$ cat config.mk
export PLATFORM = sky130hd
export DESIGN_NAME = two_step_adc_output_pipeline
export DESIGN_NICKNAME = d
export VERILOG_FILES = /design/src/adc_pipe_pkg.sv /design/src/fine_comparator_stage.sv /design/src/two_step_adc_output_pipeline.sv
export SDC_FILE = /design/constraint.sdc
export NUM_CORES = 1
export LEC_CHECK = 0
export BUFFER_PORTS_ARGS = -buffer_cell sky130_fd_sc_hd__buf_4
export CELL_PAD_IN_SITES_DETAIL_PLACEMENT = 0
export CELL_PAD_IN_SITES_GLOBAL_PLACEMENT = 1
export CORE_UTILIZATION = 45
export CTS_BUF_LIST = sky130_fd_sc_hd__clkbuf_4
export DETAILED_ROUTE_END_ITERATION = 12
export HOLD_SLACK_MARGIN = 0.08
export PLACE_DENSITY = 0.73
export SYNTH_ARGS = -nofsm -noshare
export SYNTH_HDL_FRONTEND = slang
export SYNTH_SLANG_ARGS = --single-unit
$ cat constraint.sdc
create_clock -name clk -period 2 [get_ports clk]
set_input_delay 0.4 -clock clk [delete_from_list [all_inputs] [get_ports clk]]
set_output_delay 0.4 -clock clk [all_outputs]
set_load 0.05 [all_outputs]
$ cat src/adc_pipe_pkg.sv
// package: constants and carrier types for the two-step converter pipeline
package adc_pipe_pkg;

    // ==========================================================
    // widths and code layout
    // ==========================================================
    localparam int unsigned WORD_WIDTH   = 8;
    localparam int unsigned NIBBLE_WIDTH = 4;
    localparam int unsigned COARSE_LSB   = 4;   // coarse nibble position
    localparam int unsigned FINE_STAGES  = 2;

    // straight binary codes at the reference ends and mid scale
    localparam logic [7:0] CODE_BOTTOM = 8'h00;
    localparam logic [7:0] CODE_MID    = 8'h80;
    localparam logic [7:0] CODE_TOP    = 8'hFF;

    // ==========================================================
    // reset values and latency
    // ==========================================================
    localparam logic [7:0] WORD_RESET   = 8'h00;
    localparam logic [3:0] NIBBLE_RESET = 4'h0;
    // latency in half clock periods: 2.5 cycles
    localparam int unsigned LATENCY_HALF_CYCLES = 5;
    localparam int unsigned FILL_RISING_EDGES   = 3;

    // ==========================================================
    // types
    // ==========================================================
    typedef enum logic [2:0] {
        PHASE_SAMPLE  = 3'b001,
        PHASE_HOLD    = 3'b010,
        PHASE_COMPARE = 3'b100
    } comparator_phase_type;

    // reference command from the coarse stage to one fine stage
    typedef struct packed {
        logic       load;
        logic [3:0] fine_stage_reference_select;
    } reference_cmd_type;

    // ==========================================================
    // comparator decoding
    // ==========================================================
    // coarse flash: upper nibble of the full-scale level
    function automatic logic [3:0] coarse_compare(input logic [7:0] level);
        coarse_compare = level[7:4];
    endfunction : coarse_compare

    // fine flash: level measured inside the window picked by the reference
    function automatic logic [3:0] fine_compare(input logic [7:0] level,
                                                input logic [3:0] ref_sel);
        logic [7:0] residue;
        residue = level - {ref_sel, 4'h0};
        // out-of-window residue saturates instead of wrapping
        if (level < {ref_sel, 4'h0}) begin
            fine_compare = 4'h0;
        end else if (residue > 8'h0F) begin
            fine_compare = 4'hF;
        end else begin
            fine_compare = residue[3:0];
        end
    endfunction : fine_compare

endpackage : adc_pipe_pkg

$ cat src/fine_comparator_stage.sv
// fine comparator group: samples on falling edge, resolves on rising edges
`timescale 1ns/100ps
`default_nettype none

module fine_comparator_stage
    import adc_pipe_pkg::*;
(
    input  wire logic                            clk,
    input  wire logic                            rst,
    input  wire logic                            capture,
    input  wire logic [7:0]                      sampled_input_level,
    input  wire adc_pipe_pkg::reference_cmd_type ref_cmd,
    output logic [3:0]                           fine_nibble_result,
    output adc_pipe_pkg::comparator_phase_type   phase
);

    // ==========================================================
    // sampling side (falling edge)
    // ==========================================================
    logic [7:0] held_level_reg;

    // the held level stays put for the two periods this stage owns
    always_ff @(negedge clk or posedge rst) begin
        if (rst) begin
            held_level_reg <= WORD_RESET;
        end else if (capture) begin
            held_level_reg <= sampled_input_level;
        end
    end

    // ==========================================================
    // hold and compare side (rising edge)
    // ==========================================================
    logic [3:0]           ref_reg;
    comparator_phase_type phase_reg;
    comparator_phase_type phase_next;
    logic [3:0]           fine_reg;
    wire  [3:0]           fine_next = fine_compare(held_level_reg, ref_reg);
    // a fresh reference outranks resolving the previous sample
    wire                  resolve   = !ref_cmd.load &&
                                      (phase_reg == PHASE_COMPARE);

    // phase sequence: a reference starts compare, compare falls back to
    // sample, and a sample slot with no capture waits in hold
    always_comb begin
        phase_next = phase_reg;
        if (ref_cmd.load) begin
            phase_next = PHASE_COMPARE;
        end else begin
            unique case (phase_reg)
                PHASE_SAMPLE: begin
                    if (!capture) begin
                        phase_next = PHASE_HOLD;
                    end
                end
                PHASE_HOLD: begin
                    phase_next = PHASE_HOLD;
                end
                PHASE_COMPARE: begin
                    phase_next = PHASE_SAMPLE;
                end
                default: begin
                    phase_next = PHASE_SAMPLE;  // illegal code recovers
                end
            endcase
        end
    end

    // reference and result flops only move on their own strobes
    always_ff @(posedge clk or posedge rst) begin
        if (rst) begin
            ref_reg   <= NIBBLE_RESET;
            phase_reg <= PHASE_SAMPLE;
            fine_reg  <= NIBBLE_RESET;
        end else begin
            phase_reg <= phase_next;
            if (ref_cmd.load) begin
                ref_reg <= ref_cmd.fine_stage_reference_select;
            end
            if (resolve) begin
                fine_reg <= fine_next;
            end
        end
    end

    assign fine_nibble_result = fine_reg;
    assign phase              = phase_reg;

endmodule : fine_comparator_stage

`default_nettype wire

$ cat src/two_step_adc_output_pipeline.sv
// top: digital sequencing of an 8-bit two-step flash converter
`timescale 1ns/100ps
`default_nettype none

// Operation
// - output word is unsigned straight binary: 0 bottom, 255 top, 128 mid.
// - result is coarse nibble above, fine nibble below.
// - fine comparators alternate sample and compare on the clock; hold only waits out a missed capture.
// - falling edge captures input into coarse and the assigned fine stage.
// - first rising edge finalises coarse result and selects fine reference.
// - second rising edge finalises the fine result.
// - third rising edge drives the merged word onto the output bus.
// - output lags its sampling falling edge by 2.5 clock cycles.
// - the two fine stages alternate between successive samples.
// - after filling, one new word on every rising edge.
module two_step_adc_output_pipeline
    import adc_pipe_pkg::*;
(
    input  wire logic       clk,
    input  wire logic       rst,
    input  wire logic [7:0] sampled_input_level,
    output logic [7:0]      sample_bus_bits,
    output logic            word_valid
);

    // ==========================================================
    // falling-edge sampling and fine stage steering
    // ==========================================================
    // schedule per sample k: falling edge f(k) captures, rising edge
    // r(k+1) finalises coarse, r(k+2) finalises fine, r(k+3) drives the
    // bus; the half period before r(k+1) is what makes the 2.5 cycles,
    // and every stage below is one flop deep so nothing can stall
    logic [7:0] coarse_hold_reg;
    logic       stage_sel_reg;     // fine stage taking the next sample
    logic       token_reg;         // marks that a sample was captured

    // true when the one-bit stage index names the given fine stage;
    // shared by the capture steering and the reference steering
    function automatic logic stage_is(input logic sel,
                                      input logic idx);
        stage_is = (sel == idx);
    endfunction : stage_is

    // the level is a same-clock value, so it is sampled without synchroniser
    always_ff @(negedge clk or posedge rst) begin
        if (rst) begin
            coarse_hold_reg <= WORD_RESET;
        end else begin
            coarse_hold_reg <= sampled_input_level;
        end
    end

    // selector flips on every capture so consecutive samples alternate
    always_ff @(negedge clk or posedge rst) begin
        if (rst) begin
            stage_sel_reg <= 1'b0;
        end else begin
            stage_sel_reg <= ~stage_sel_reg;
        end
    end

    // first capture after reset starts the fill; only reset clears it
    always_ff @(negedge clk or posedge rst) begin
        if (rst) begin
            token_reg <= 1'b0;
        end else begin
            token_reg <= 1'b1;
        end
    end

    // stage a captures when the selector points at it, stage b otherwise
    wire capture_a = stage_is(stage_sel_reg, 1'b0);
    wire capture_b = stage_is(stage_sel_reg, 1'b1);

    // ==========================================================
    // rising edge one: coarse result and reference select
    // ==========================================================
    logic [3:0] coarse_reg;
    logic       ref_stage_reg;     // stage that got the reference
    logic       fill_1_reg;
    wire  [3:0] coarse_next = coarse_compare(coarse_hold_reg);
    // the stage that just captured is the one the selector left behind
    wire        just_captured = ~stage_sel_reg;
    // no reference before a real sample sits in the coarse hold
    wire        ref_load_a = token_reg && stage_is(just_captured, 1'b0);
    wire        ref_load_b = token_reg && stage_is(just_captured, 1'b1);

    reference_cmd_type ref_cmd_a;
    reference_cmd_type ref_cmd_b;

    // reference goes straight from the coarse comparators to the fine stage
    assign ref_cmd_a.load = ref_load_a;
    assign ref_cmd_a.fine_stage_reference_select = coarse_next;
    assign ref_cmd_b.load = ref_load_b;
    assign ref_cmd_b.fine_stage_reference_select = coarse_next;

    // coarse nibble is final one rising edge after its capture
    always_ff @(posedge clk or posedge rst) begin
        if (rst) begin
            coarse_reg <= NIBBLE_RESET;
        end else begin
            coarse_reg <= coarse_next;
        end
    end

    // remembers which stage got this edge's reference, for the merge
    always_ff @(posedge clk or posedge rst) begin
        if (rst) begin
            ref_stage_reg <= 1'b0;
        end else begin
            ref_stage_reg <= just_captured;
        end
    end

    // first fill step: a sample has reached the coarse result
    always_ff @(posedge clk or posedge rst) begin
        if (rst) begin
            fill_1_reg <= 1'b0;
        end else begin
            fill_1_reg <= token_reg;
        end
    end

    // ==========================================================
    // fine comparator groups
    // ==========================================================
    // phase outputs stay open: the merge tracks stages by index, which
    // the alternating selector already provides
    logic [3:0] fine_a;
    logic [3:0] fine_b;

    // stage a takes the first sample after reset and every second one
    fine_comparator_stage u_fine_a (
        .clk                 (clk),
        .rst                 (rst),
        .capture             (capture_a),
        .sampled_input_level (sampled_input_level),
        .ref_cmd             (ref_cmd_a),
        .fine_nibble_result  (fine_a),
        .phase               ()
    );

    // stage b takes the samples in between
    fine_comparator_stage u_fine_b (
        .clk                 (clk),
        .rst                 (rst),
        .capture             (capture_b),
        .sampled_input_level (sampled_input_level),
        .ref_cmd             (ref_cmd_b),
        .fine_nibble_result  (fine_b),
        .phase               ()
    );

    // ==========================================================
    // rising edge two: fine resolved, coarse carried along
    // ==========================================================
    logic [3:0] coarse_delay_reg;
    logic       fine_stage_reg;    // stage whose fine result is current
    logic       fill_2_reg;

    // coarse waits one period so both halves line up for the merge; a
    // shorter path would pair this coarse with the previous fine nibble
    always_ff @(posedge clk or posedge rst) begin
        if (rst) begin
            coarse_delay_reg <= NIBBLE_RESET;
        end else begin
            coarse_delay_reg <= coarse_reg;
        end
    end

    // the stage that got the reference last edge resolves on this one
    always_ff @(posedge clk or posedge rst) begin
        if (rst) begin
            fine_stage_reg <= 1'b0;
        end else begin
            fine_stage_reg <= ref_stage_reg;
        end
    end

    // second fill step: the first fine nibble is now final
    always_ff @(posedge clk or posedge rst) begin
        if (rst) begin
            fill_2_reg <= 1'b0;
        end else begin
            fill_2_reg <= fill_1_reg;
        end
    end

    // ==========================================================
    // rising edge three: merge and drive the bus
    // ==========================================================
    wire [3:0] fine_pick  = fine_stage_reg ? fine_b : fine_a;
    // coarse is the upper nibble, so mid scale is msb alone
    wire [7:0] word_next  = {coarse_delay_reg, fine_pick};

    logic [7:0] word_reg;
    logic       valid_reg;

    // a new word every rising edge; 2.5 cycles after its falling edge
    always_ff @(posedge clk or posedge rst) begin
        if (rst) begin
            word_reg <= WORD_RESET;
        end else begin
            word_reg <= word_next;
        end
    end

    // words before the third edge carry reset filler, so they are flagged
    // rather than suppressed: the bus itself never stalls
    always_ff @(posedge clk or posedge rst) begin
        if (rst) begin
            valid_reg <= 1'b0;
        end else begin
            valid_reg <= fill_2_reg;
        end
    end

    // both outputs come straight from their flops
    assign sample_bus_bits = word_reg;
    assign word_valid      = valid_reg;

endmodule : two_step_adc_output_pipeline

`default_nettype wire

Word level (Yosys, flattened, before mapping)

Index checks and enable logic that the tools add are counted.
W data, S select, Z words.

Bits of input ports: 10
Register bits after elaboration: 69
Output and inout port bits: 9
Logic and storage cells: 51

Mux-type cells: 11
Bitwise operators: 1
Magnitude comparators: 4
Reductions and logical operators: 6
Add/subtract/negate cells: 2
Equality and inequality tests: 8

Operator list:

| operator             | number |
|---|---|
| $mux W4              | 5 |
| $gt A8 B4 Y1 const B | 2 |
| $lt A8 B8 Y1         | 2 |
| $sub A8 B8 Y8        | 2 |
| $mux W3              | 4 |
| $pmux W3 S2          | 2 |
| $eq A3 B1 Y1 const B | 2 |
| $eq A3 B2 Y1 const B | 2 |
| $eq A3 B3 Y1 const B | 2 |
| $ne A3 B3 Y1 const B | 2 |
| $logic_and A1 B1 Y1  | 4 |
| $logic_not A1 Y1     | 2 |
| $not A1 Y1           | 1 |

Depth between registers and ports, before layout

Depth in word-level cells: 4
Gate-level depth with buffers: 7
Mapped depth without buffers: 7

Modules after synthesis

Synthesis repeated with hierarchy kept, for this count alone.

Cells, all modules: 176
Area, all modules: 2,488.6 µm²

By module, submodules not included:

| module                       | times used | seq. area each (µm²) | cells each | area each (µm²) |
|---|---|---|---|---|
| fine_comparator_stage        | 2          | 476.7                | 70         | 872.1 |
| two_step_adc_output_pipeline | 1          | 675.6                | 36         | 744.5 |

==> run metrics <==
area grow syn2layout 31.5%; Site Rows 27; hpwl dp 3470 um; final setup fails 21; Overflow after GRT 0; status finished with violations; PwrDens 844 nW/um2; DRC errors left 0; dominant cell by count in the synthesized netlist dfrtp_1; Post-synth EDFFs 0; startpoint types register; final setup skew 0.0430 ns; Worst EP arrival a little over 3 ns; drt first pass iters 4; VDD IR-drop max 0.440 mV; vias per cell 5.02; via count between 1500 and 2000; Critical Path Fanout Max 4; first-pass GRT wire length 8630 um; synth unique cells 37; RSZ-0062 raised after global routing yes; syn avg cell area 13.2 um2; Inserted Diodes 0; Tightest Hold Check Type reg -> reg; Routed WL 5060 um; Seq cells post-synth 65; post-synth top area cell dfrtp_1; synth top area cells dfrtp_1 40%, dfrtn_1 21%, mux2_2 7.9%; CTS root buf clkbuf_4; total clock sinks 65; net count after synthesis roughly 220; vias in the first global route ~1800; pin count of the biggest net entering global routing 41; Commonest cells post-synth 41 x dfrtp_1, 22 x dfrtn_1, 18 x mux2_2, 17 x inv_1, 15 x nand2_1; later-pin clock latency in the skew report between 0.4 and 0.5 ns; CP Class reg -> reg; initial core utilization 0.466; num ports 19; number of nets with antenna violations after routing 0; gr usage total 0.195; fin. max-slew vios 0; CTS H-tree depth 3; register area share after synthesis 0.635; Syn Std Cell Area 2570 um2; worst hold margin ~0.35 ns; Clock Pin Slew Worst Setup and Hold Paths 0.11 ns; initial antenna violation count 0; Starting DRT DRC Count just over 60; post-synthesis async set-or-reset flop share 1.00; endpoints failing hold 0; CTS tree built; Num CTS Buffers 9; final net count 268; Chip Height around 78 um; Leak 1.51 nW; Core ar. 5510 um2; Final Util 0.613; full die area 6010 um2; layout cells sized above 1 0.462; GPL Wtd Cong 0.744; failing checks negative setup slack; routed len/inst 15.6 um; Yosys top cell area share 0.400; MaxCap Viol Count 0; critical path required time 2.28 ns; Cells after Synth 195; CTS max path bufs 2; CP Capture Type register; setup ws final -0.760 ns; # port buffers 18; yosys warns 0; die extent in x 77.5 um; prevailing post-synth register cell dfrtp_1
cells by family after synthesis:
group | after synthesis | share of synthesized area
other | 1 | 0.00146
XOR/XNOR | 4 | 0.0137
AND/OR/NAND/NOR | 36 | 0.0834
adder cells (fa/ha/maj) | 10 | 0.0546
flip-flops | 65 | 0.635
buffers and inverters | 21 | 0.0312
AO/OA/AOI/OAI | 40 | 0.102
multiplexers | 18 | 0.0790
routing by layer:
metal	routed length (um)	share of wire	GRT usage	vias to the layer above
li1	-	-	-	770
met1	2220	0.44	0.233	822
met2	2580	0.51	0.325	27
met3	132	0.026	0.0447	13
met4	128	0.025	0.109	0
met5	0	0	0	-
final timing paths:
check / start / end / slack [ns] / cells after the start
worst min-delay path: coarse_delay_reg[1] / sample_bus_bits[5] / 0.35 / 0
worst max register to register: u_fine_a.held_level_reg[4] / u_fine_a.fine_nibble_result[1] / -0.76 / 7
max in group asynchronous: rst / u_fine_b.held_level_reg[2] / 0.25 / 4
worst min register to register: coarse_delay_reg[1] / sample_bus_bits[5] / 0.35 / 0
min in group asynchronous: rst / u_fine_a.ref_reg[0] / 0.60 / 4
worst max-delay path: u_fine_a.held_level_reg[4] / u_fine_a.fine_nibble_result[1] / -0.76 / 7
power breakdown:
| group | internal [W] | switching, W | total (W) |
|---|---|---|---|
| sequential | 0.00145 | 0.0000734 | 0.00152 |
| combinational | 0.000269 | 0.000331 | 0.000600 |
| clock | 0.000249 | 0.000480 | 0.000729 |
cell type report:
| type | instances | area, um2 |
|---|---|---|
| clock buffer | 9 | 67.6 |
| clock inverter | 7 | 47.5 |
| tap | 72 | 90.1 |
| fill | 435 | 2130 |
| multi-input combinational | 109 | 1020 |
| timing repair buffer | 45 | 429 |
| inverter | 18 | 88.8 |
| sequential | 65 | 1630 |
critical path: stages (launching register included):
cell,delay (ns)
dfrtn_1,0.41
inv_1,0.05
ha_2,0.17
fa_1,0.47
and2_0,0.12
nand4_1,0.17
nor2_1,0.19
a211oi_2,0.10
cells in the final DEF (no fill, tap or decap), types with 3 or more instances in the layout:
cell type    n
o21ai_1      3
o21ai_0      4
o21ai_2      4
nand2_1      8
o31a_1       5
dfrtn_1     22
ha_1         5
nand2_2      6
buf_6        5
inv_1       13
a31oi_1      4
buf_4       34
mux2_2      17
clkbuf_4     9
buf_12       3
dfrtp_1     41
clkinvlp_4   5
nor2_1       6
a21oi_1      8
through the flow:
step	power [W]	setup TNS (ns)	worst slack, ns	area, um2	instances
3_5_place_dp	0.00208	-8.90	-0.807	2970	300
2_1_floorplan	0.00189	-5.26	-0.677	2600	195
6_report	0.00285	-6.50	-0.760	3380	325
4_1_cts	0.00285	-5.75	-0.725	3290	322
5_1_grt	0.00300	-7.32	-0.849	3380	325
3_3_place_gp	0.00206	-8.09	-0.720	2970	300
repair_timing:
item,4_1_cts,5_1_grt
hold buffers,1,0
hold endpoints to repair,31,0
pin swaps,9,2
gates resized for setup,39,19
endpoints found under the setup margin,23,21
setup buffers,4,4
cloned,1,0
Power figures use the tool's default switching activity.
